<file path="src/design/ses_regs.svh">
`ifndef SES_REGS_SVH
`define SES_REGS_SVH

`define SES_ADDR_CTRL 8'h00
`define SES_ADDR_SCALE 8'h04
`define SES_ADDR_ILIM 8'h08
`define SES_ADDR_GRED 8'h0C
`define SES_ADDR_STATUS 8'h10
`define SES_ADDR_IRQ_ST 8'h14
`define SES_ADDR_IRQ_MASK 8'h18

`define SES_RST_METHOD 3'h0
`define SES_RST_SCALE 16'h2710
`define SES_RST_ILIM 16'h0000
`define SES_RST_GRED 16'h1388
// ratios are in 0.01 % steps; full scale 100.00 %, scale ceiling 200.00 %
`define SES_PCT_FULL 16'h2710
`define SES_SCALE_MAX 16'h4E20
// speeds are in 0.001 rev/s steps; ceiling 10 rev/s
`define SES_SPEED_MAX 16'h2710

`define SES_IRQ_HOLD 0
`define SES_IRQ_RESUME 1
`define SES_IRQ_CANCEL 2
`define SES_IRQ_WARN 3
`define SES_IRQ_SEARCH 4
`define SES_IRQ_W 5
`endif

</file>
<file path="src/design/ses_pkg.sv">
package ses_pkg;
   typedef enum logic [2:0] {
      SES_IDLE,
      SES_RUN,
      SES_WAIT_WR,
      SES_HELD
   } ses_mode_e;
endpackage

</file>
<file path="src/design/ses_ext_inputs.sv">
`timescale 1ns/1ps
`include "ses_regs.svh"
module ses_ext_inputs
   import ses_pkg::*;
#(
   parameter int SPD_W = 16
) (
   input wire logic mclk_i,
   input wire logic srst_i,
   input wire logic [7:0] addr_i,
   input wire logic [31:0] wdata_i,
   input wire logic wr_i,
   input wire logic rd_i,
   output logic [31:0] rdata_o,
   output logic irq_o,
   input wire logic pause_request_i,
   input wire logic speed_scale_request_i,
   input wire logic integral_suppress_i,
   input wire logic origin_search_start_i,
   input wire logic origin_proximity_sensor_i,
   input wire logic halt_input_i,
   input wire logic alarm_i,
   input wire logic launch_i,
   input wire logic pulse_train_i,
   input wire logic prog_write_busy_i,
   input wire logic op_done_i,
   input wire logic search_done_i,
   input wire logic abs_move_i,
   input wire logic auto_tune_command_i,
   input wire logic [SPD_W-1:0] programmed_speed_i,
   output logic busy_o,
   output logic hold_o,
   output logic resume_o,
   output logic search_start_o,
   output logic [2:0] origin_search_method_o,
   output logic proximity_o,
   output logic origin_warning_o,
   output logic [SPD_W-1:0] target_speed_o,
   output logic [15:0] integral_limit_o,
   output logic [15:0] vel_gain_o
);
   if (SPD_W < 15 || SPD_W > 16) begin : g_bad_width
      $error("SPD_W must be 15 or 16");
   end

   typedef struct packed {
      logic [5:0] s1;
      logic [5:0] s2;
      logic start_q;
      ses_mode_e mode;
      logic searching;
      logic undefined;
      logic warn;
      logic resume;
      logic start_p;
      logic [SPD_W-1:0] target;
      logic [15:0] ilim_out;
      logic [15:0] gain_out;
      logic [2:0] method;
      logic [15:0] scale;
      logic [15:0] ilim;
      logic [15:0] gred;
      logic [`SES_IRQ_W-1:0] irq_st;
      logic [`SES_IRQ_W-1:0] irq_mask;
      logic [31:0] rdata;
   } ses_state_s;

   ses_state_s st;
   ses_state_s next_st;

   logic pause_s;
   logic scale_s;
   logic supp_s;
   logic start_s;
   logic prox_s;
   logic halt_s;
   logic cancel;
   logic method_prox;
   logic [31:0] prod;
   logic [31:0] scaled;
   logic [`SES_IRQ_W-1:0] ev;

   // a pin pulse shorter than one clock may never reach the state machine
   assign pause_s = st.s2[0];
   assign scale_s = st.s2[1];
   assign supp_s = st.s2[2];
   assign start_s = st.s2[3];
   assign prox_s = st.s2[4];
   assign halt_s = st.s2[5];
   assign cancel = alarm_i | halt_s;
   assign method_prox = (st.method == 3'h1) || (st.method == 3'h3) ||
      (st.method == 3'h4) || (st.method == 3'h5);
   // scaling only during internally commanded motion
   assign prod = (scale_s && !pulse_train_i) ?
      32'(programmed_speed_i) * 32'(st.scale) :
      32'(programmed_speed_i) * 32'(`SES_PCT_FULL);
   assign scaled = prod / 32'(`SES_PCT_FULL);

   always_comb begin
      next_st = st;
      ev = '0;
      next_st.resume = 1'b0;
      next_st.start_p = 1'b0;
      next_st.warn = 1'b0;
      next_st.s1 = {halt_input_i, origin_proximity_sensor_i, origin_search_start_i,
         integral_suppress_i, speed_scale_request_i, pause_request_i};
      next_st.s2 = st.s1;
      next_st.start_q = start_s;

      // ramp between speeds is left to the motion generator, which keeps the program's
      // acceleration, deceleration and profile; only the target steps here
      next_st.target = (scaled > 32'(`SES_SPEED_MAX)) ?
         SPD_W'(`SES_SPEED_MAX) : SPD_W'(scaled);
      next_st.ilim_out = supp_s ? st.ilim : `SES_PCT_FULL;
      next_st.gain_out = (supp_s && !auto_tune_command_i) ?
         st.gred : `SES_PCT_FULL;

      unique case (st.mode)
         SES_IDLE: begin
            if (!cancel && launch_i) begin
               if (pause_s && !pulse_train_i) begin
                  next_st.mode = SES_HELD;
                  ev[`SES_IRQ_HOLD] = 1'b1;
               end else begin
                  next_st.mode = SES_RUN;
               end
            end
         end
         SES_RUN: begin
            if (cancel) begin
               next_st.mode = SES_IDLE;
               ev[`SES_IRQ_CANCEL] = 1'b1;
            end else if (op_done_i) begin
               next_st.mode = SES_IDLE;
            end else if (pause_s && !pulse_train_i) begin
               if (prog_write_busy_i) begin
                  next_st.mode = SES_WAIT_WR;
               end else begin
                  next_st.mode = SES_HELD;
                  ev[`SES_IRQ_HOLD] = 1'b1;
               end
            end
         end
         SES_WAIT_WR: begin
            if (cancel) begin
               next_st.mode = SES_IDLE;
               ev[`SES_IRQ_CANCEL] = 1'b1;
            end else if (!prog_write_busy_i) begin
               next_st.mode = pause_s ? SES_HELD : SES_RUN;
               ev[`SES_IRQ_HOLD] = pause_s;
            end
         end
         SES_HELD: begin
            if (cancel) begin
               next_st.mode = SES_IDLE;
               ev[`SES_IRQ_CANCEL] = 1'b1;
            end else if (!pause_s) begin
               next_st.mode = SES_RUN;
               next_st.resume = 1'b1;
               ev[`SES_IRQ_RESUME] = 1'b1;
            end
         end
      endcase

      // origin search is internal motion: it starts like a launch
      if (start_s && !st.start_q && !cancel && st.mode == SES_IDLE) begin
         next_st.start_p = 1'b1;
         next_st.searching = 1'b1;
         next_st.mode = pause_s ? SES_HELD : SES_RUN;
         ev[`SES_IRQ_SEARCH] = 1'b1;
      end else if (st.searching && search_done_i) begin
         next_st.searching = 1'b0;
         next_st.undefined = 1'b0;
      end else if (st.searching && (cancel || next_st.mode == SES_IDLE)) begin
         next_st.searching = 1'b0;
         next_st.undefined = 1'b1;
      end
      if (abs_move_i && st.undefined) begin
         next_st.warn = 1'b1;
         ev[`SES_IRQ_WARN] = 1'b1;
      end

      next_st.rdata = 32'h0;
      if (rd_i) begin
         unique case (addr_i)
            `SES_ADDR_CTRL: next_st.rdata = {29'h0, st.method};
            `SES_ADDR_SCALE: next_st.rdata = {16'h0, st.scale};
            `SES_ADDR_ILIM: next_st.rdata = {16'h0, st.ilim};
            `SES_ADDR_GRED: next_st.rdata = {16'h0, st.gred};
            `SES_ADDR_STATUS: next_st.rdata = {20'h0, st.s2, st.undefined,
               st.searching, 1'b0, 3'(st.mode)};
            `SES_ADDR_IRQ_ST: next_st.rdata = {27'h0, st.irq_st};
            `SES_ADDR_IRQ_MASK: next_st.rdata = {27'h0, st.irq_mask};
            default: next_st.rdata = 32'h0;
         endcase
      end
      if (wr_i) begin
         unique case (addr_i)
            `SES_ADDR_CTRL: next_st.method = wdata_i[2:0];
            `SES_ADDR_SCALE: next_st.scale = (wdata_i[15:0] > `SES_SCALE_MAX) ?
               `SES_SCALE_MAX : wdata_i[15:0];
            `SES_ADDR_ILIM: next_st.ilim = (wdata_i[15:0] > `SES_PCT_FULL) ?
               `SES_PCT_FULL : wdata_i[15:0];
            `SES_ADDR_GRED: next_st.gred = (wdata_i[15:0] > `SES_PCT_FULL) ?
               `SES_PCT_FULL : wdata_i[15:0];
            `SES_ADDR_IRQ_ST: next_st.irq_st = st.irq_st & ~wdata_i[`SES_IRQ_W-1:0];
            `SES_ADDR_IRQ_MASK: next_st.irq_mask = wdata_i[`SES_IRQ_W-1:0];
            default: ;
         endcase
      end
      // new events win over a write-one clear in the same cycle
      next_st.irq_st = next_st.irq_st | ev;
   end

   always_ff @(posedge mclk_i) begin
      if (srst_i) begin
         st <= '0;
         st.mode <= SES_IDLE;
         st.target <= '0;
         st.ilim_out <= `SES_PCT_FULL;
         st.gain_out <= `SES_PCT_FULL;
         st.method <= `SES_RST_METHOD;
         st.scale <= `SES_RST_SCALE;
         st.ilim <= `SES_RST_ILIM;
         st.gred <= `SES_RST_GRED;
      end else begin
         st <= next_st;
      end
   end

   assign rdata_o = st.rdata;
   assign irq_o = |(st.irq_st & st.irq_mask);
   assign busy_o = (st.mode != SES_IDLE);
   assign hold_o = (st.mode == SES_HELD);
   assign resume_o = st.resume;
   assign search_start_o = st.start_p;
   assign origin_search_method_o = st.method;
   assign proximity_o = prox_s && st.searching && method_prox;
   assign origin_warning_o = st.warn;
   assign target_speed_o = st.target;
   assign integral_limit_o = st.ilim_out;
   assign vel_gain_o = st.gain_out;
endmodule

</file>
<file path="config.mk">
export PLATFORM = sky130hd
export DESIGN_NAME = ses_ext_inputs
export DESIGN_NICKNAME = d
export VERILOG_FILES = /design/src/design/ses_pkg.sv /design/src/design/ses_ext_inputs.sv
export VERILOG_INCLUDE_DIRS = /design/src /design/src/design
export SDC_FILE = /design/constraint.sdc
export NUM_CORES = 1
export LEC_CHECK = 0
export ABC_AREA = 1
export BUFFER_PORTS_ARGS = -buffer_cell sky130_fd_sc_hd__buf_4
export CAP_MARGIN = 20
export CELL_PAD_IN_SITES_DETAIL_PLACEMENT = 1
export CELL_PAD_IN_SITES_GLOBAL_PLACEMENT = 1
export CORE_MARGIN = 5
export CORE_UTILIZATION = 47
export CTS_BUF_LIST = sky130_fd_sc_hd__clkbuf_4
export DETAILED_ROUTE_END_ITERATION = 6
export PLACE_DENSITY = 0.93
export SETUP_SLACK_MARGIN = 0.3
export SLEW_MARGIN = 20
export SYNTH_ARGS = -nofsm -noshare
export SYNTH_HDL_FRONTEND = slang
export SYNTH_SLANG_ARGS = --single-unit
export TNS_END_PERCENT = 5
</file>
<file path="constraint.sdc">
create_clock -name mclk_i -period 26.4 [get_ports mclk_i]
set_input_delay 3.96 -clock mclk_i [delete_from_list [all_inputs] [get_ports mclk_i]]
set_output_delay 3.96 -clock mclk_i [all_outputs]
set_load 0.01 [all_outputs]
</file>
# Word-level counts from Yosys, hierarchy flattened

Index checks and enable logic that the tools add are counted.

Bits in registers: 162
Output and inout port bits: 90
Word-level logic and storage cells: 126

$mul: 2
Divide/modulo/power cells: 1
Magnitude comparators: 3
Equal/unequal tests: 13
Mux-type cells: 40
Bitwise logic cells: 9
Reductions and logical operators: 38

Operators by type and width:

| cell                     | count |
|---|---|
| $pmux W16 S7             | 1 |
| $div A32 B14 Y32 const B | 1 |
| $gt A32 B14 Y1 const B   | 1 |
| $mul A16 B16 Y32         | 1 |
| $mux W16                 | 2 |
| $mux W32                 | 1 |
| $mux W3                  | 9 |
| $mul A16 B10 Y26 const B | 1 |
| $eq A8 B5 Y1 const B     | 3 |
| $mux W1                  | 17 |
| $eq A8 B4 Y1 const B     | 2 |
| $gt A16 B14 Y1 const B   | 1 |
| $gt A16 B15 Y1 const B   | 1 |
| $mux W14                 | 1 |
| $logic_and A1 B1 Y1      | 12 |
| $pmux W3 S4              | 1 |
| $reduce_and A2 Y1        | 6 |
| $and A5 B5 Y5            | 2 |
| $mux W10                 | 1 |
| $mux W5                  | 2 |
| $eq A3 B2 Y1 const B     | 3 |
| $eq A8 B3 Y1 const B     | 1 |
| $logic_not A8 Y1         | 1 |
| $mux W2                  | 4 |
| 15 further kinds         | 31 |

# Longest topological paths before layout

Depth in word-level cells: 12
Mapped depth: 168
Mapped depth without buffers: 161

# Least setup slack after synthesis

Ideal clock, no wire load.

Kind: input to register
From: input programmed_speed_i[0]
To: register st, in the netlist target_speed_o[12]
Arrival time: 21.190 ns
Data required time: 26.336 ns
Setup slack: 5.146 ns
Stages: 142
Cell sequence: clkdlybuf4s50_2 -> clkbuf_1 -> nand2_1 -> inv_1 -> fa_1 -> fa_1 -> fa_1 -> fa_1 -> fa_1 -> inv_1 -> fa_1 -> inv_1 -> ha_1 -> nand2_2 -> nor2_2 -> inv_2 -> nor2_4 -> and2_1 -> (+106 left out) -> nor2_4 -> nand2_4 -> nand3_4 -> nand2_4 -> buf_6 -> a21oi_1 -> nor2_2 -> nand2_2 -> nand3_1 -> nand2_2 -> nand2_1 -> nand2_1 -> nand2_1 -> a21oi_1 -> nand3_1 -> nand2_4 -> nand2_8 -> nor2_1

Cells in the longest elaborated chain, start to end: 5

Ends and longest elaborated chain:

| item                                                 | RTL line                                   | source |
|---|---|---|
| start, declared                                      | ses_ext_inputs.sv:30                       | `input wire logic [SPD_W-1:0] programmed_speed_i,` |
| $mul A16 B16 Y32 or $mul A16 B10 Y26 (tied branches) | ses_ext_inputs.sv:95, ses_ext_inputs.sv:96 |  |
| $mux W32 (*)                                         | ses_ext_inputs.sv:94                       | `assign prod = (scale_s && !pulse_train_i) ?` |
| $div A32 B14 Y32 (*)                                 | ses_ext_inputs.sv:97                       | `` assign scaled = prod / 32'(`SES_PCT_FULL); `` |
| $gt A32 B14 Y1                                       | ses_ext_inputs.sv:112                      | `` next_st.target = (scaled > 32'(`SES_SPEED_MAX)) ? `` |
| $reduce_or A2 Y1 (no line)                           | --                                         |  |
| end signal, assigned                                 | ses_ext_inputs.sv:227                      | `st <= next_st;` |
| end, declared                                        | ses_ext_inputs.sv:68                       | `ses_state_s st;` |

Every way passes the cells marked *; elsewhere a longest branch is shown, timed or not.
A chain may end at the register's enable or synchronous reset.

# Final worst setup path

From: input programmed_speed_i[8]
To: register st, in the netlist target_speed_o[12]

Same word-level chain as after synthesis.

==> metrics.md <==
| Metric | Value |
|---|---|
| Status | finished clean |
| Post-DRT Antenna Nets | 0 |
| Global-route wire length before repair | around 140 mm |
| Port Buffers | 131 |
| Prevailing post-synth register cell | dfxtp_1 |
| Post-Syn Area per Cell | 6.692 um^2 |
| Finish-stage setup viols | 0 |
| YS warnings | 0 |
| DRT Pass-1 Iters | 5 |
| Clock Sinks | 146 |
| GRT Util Overall | 27.33% |
| Least-Margin Pin Slew | ~1 ns |
| Core area | about 56000 um^2 |
| Area Growth Syn to Fin | 4.034% |
| Clk Latency, worst-skew pair | ~0.64 ns |
| Die Wd | 248.2 um |
| HP Class | reg -> reg |
| H-tree Lvls | 4 |
| Crit path top cell by count | nand2_2 |
| Vias | between 20000 and 30000 |
| Post-Syn Instances | between 3000 and 4000 |
| Total Nets Final | around 4500 |
| Largest net degree at the start of global routing | 57 |
| Period utilization | 92.43% |
| Crit Path Max Fanout | 21 |
| CTS tree | done |
| Crit path time final | approximately 24 ns |
| Root buffer cell | clkbuf_4 |
| Type of origin of the critical path | primary input |
| Synthesized flop and latch total | 146 |
| Seq/Total Area, Yosys | 10.96% |
| Clock Pin Slew Worst Setup and Hold Paths | 0.19 ns |
| Endpoint class of the critical path | flip-flop |
| Starting Density | 47.40% |
| Routed len/inst | 17.63 um |
| Vias in the first global route | 27608 |
| I/O pin total | between 150 and 200 |
| DPL Wire Length | 68.52 mm |
| Fmax | 0.04098 GHz |
| DRT iter0 DRCs | 1511 |
| WP data required | 26.99 ns |
| Synthesized area | 26670 um^2 |
| Max transition margin | 32.94% |
| Most common cell after layout, fill and taps aside | nand2_1 |
| Fraction of layout cells with a size suffix above 1 | 17.65% |
| Largest stage delay, worst path | 0.58 ns |
| Die area | just over 60000 um^2 |
| Slew Limit Fails | 0 |
| Die height | around 250 um |
| CTS max path bufs | 2 |
| Post-Route WL | 83.69 mm |
| RSZ-0062 raised after global routing | false |
| Kind of critical path | in -> reg |
| Via density | 5.333 |
| Final hold violations | 0 |
| Most frequent cells in the layout | nand2_1 (1004), inv_1 (865), nand3_1 (244) |
| Post-synth EDFFs | 0 |
| Drc violations | 0 |
| Max stage delay cell, worst path | fa_1 |
| RePlAce Congestion | 0.9049 |
| Total gr overflow | 0 |
| Worst Skew | a little under 0.06 ns |
| Max cap viols | 0 |
| Post-synthesis async set-or-reset flop share | 0% |
| Post-CTS Setup Inserts | 0 |
| # rows | 87 |
| TNS Setup | 0 ns |
| CTS Hold Bufs | 0 |
| WP data arrival | 24.99 ns |
| Post-synth cell types | 73 |
| CTS buffer count | 17 |
| Initial antenna violation count | 1 |
-- metrics by stage --
step | hold WS, ns | worst slack, ns | area (um^2) | cells | util (%)
2_1_floorplan | 0.3883 | 5.146 | 26740 | 4003 | -
3_3_place_gp | 0.3915 | 2.215 | 27490 | 4714 | 48.85
3_5_place_dp | 0.4057 | 1.421 | 27490 | 4714 | 48.85
4_1_cts | 0.4155 | 2.024 | 27740 | 4745 | 49.30
5_1_grt | 0.4305 | 0.4088 | 27750 | 4746 | 49.31
6_report | 0.4128 | 1.998 | 27750 | 4746 | 49.31
-- path summary, 6_finish.rpt --
kind	start	endpoint	slack [ns]	depth (start not counted)
worst max-delay path	programmed_speed_i[8]	target_speed_o[12]	2.00	137
worst min-delay path	next_st[152]	st[152]	0.41	2
worst max register to register	st[76]	target_speed_o[12]	4.78	136
worst min register to register	next_st[152]	st[152]	0.41	2
-- registers in the layout (all words and copies together) (netlist names) --
register                flops
st                         65
integral_limit_o           16
rdata_o                    16
target_speed_o             16
vel_gain_o                 16
next_st                     7
origin_search_method_o      3
halt_s                      1
origin_warning_o            1
pause_s                     1
prox_s                      1
resume_o                    1
scale_s                     1
search_start_o              1
-- critical path: cells and delay by family --
family / cells / cell delay [ns]
AOI/OAI and AO/OA: 4 / 0.89
and+or+nand+nor: 113 / 14.86
buffers and inverters: 13 / 1.56
adders and majority gates: 7 / 3.58
-- metal layers --
metal  GRT usage, %  vias to the layer above  share of wire (%)
li1               -                    11874                  -
met1          32.17                    12441                 39
met2          51.12                      729                 52
met3          2.511                      267                4.9
met4          10.86                        0                4.1
met5              0                        -                  0
-- synth_stat cells (5+ instances only) --
library cell | n | area [um^2]
nand4_1 | 32 | 200.2
nand3b_1 | 6 | 45.04
nand2_4 | 81 | 912.1
o21ai_2 | 8 | 70.07
nor2_2 | 68 | 425.4
o21ai_0 | 81 | 405.4
inv_2 | 43 | 161.4
and2_1 | 7 | 43.79
fa_1 | 229 | 4584
buf_8 | 6 | 90.09
xor2_1 | 40 | 350.3
inv_1 | 865 | 3247
nand2_2 | 213 | 1333
o31ai_1 | 7 | 52.55
a21oi_1 | 114 | 570.6
clkinv_1 | 15 | 56.30
a221oi_1 | 10 | 87.58
buf_4 | 83 | 623.1
xnor2_1 | 10 | 87.58
buf_6 | 6 | 67.56
clkbuf_8 | 7 | 96.34
clkbuf_1 | 75 | 281.5
a31oi_1 | 15 | 93.84
nand3_4 | 7 | 122.6
o21ai_1 | 11 | 55.05
ha_1 | 174 | 2177
nor3_1 | 19 | 95.09
nand2_1 | 1004 | 3769
nand3_1 | 244 | 1221
a32oi_1 | 6 | 52.55
nor2_4 | 24 | 270.3
a21oi_4 | 8 | 130.1
nor2_1 | 181 | 679.4
dfxtp_1 | 146 | 2923
inv_4 | 5 | 31.28
nand3_2 | 31 | 310.3
o21bai_1 | 5 | 37.54
a21oi_2 | 7 | 61.31
or2_2 | 13 | 81.33
o22ai_1 | 15 | 93.84
nor4_1 | 7 | 43.79
-- cell type report --
cell class                 count  area [um^2]
antenna                        1        2.502
clock buffer                  17        127.6
clock inverter                14        123.9
fill                        7635        28530
inverter                     934         3567
multi-input combinational   2742        19040
sequential                   146         2923
tap                          756        945.9
timing repair buffer         136         1021
-- kinds of logic after synthesis --
logic type      count (synthesis)  share of synthesized area (%)
compound gates                312                          7.214
simple gates                 1959                          36.90
buf+inv                      1115                          17.92
flops                         146                          10.96
other cells                     1                        0.01406
fa+ha+maj                     403                          25.35
xor+xnor                       50                          1.642
-- repair_timing --
| item | 4_1_cts | 5_1_grt |
|---|---|---|
| resized for setup | 0 | 1 |
| endpoints found under the hold margin | 0 | 0 |
| setup endpoints to repair | 0 | 1 |
Power is not shown: default switching activity piles up to over one toggle a cycle in this logic, so the estimate is an artifact.
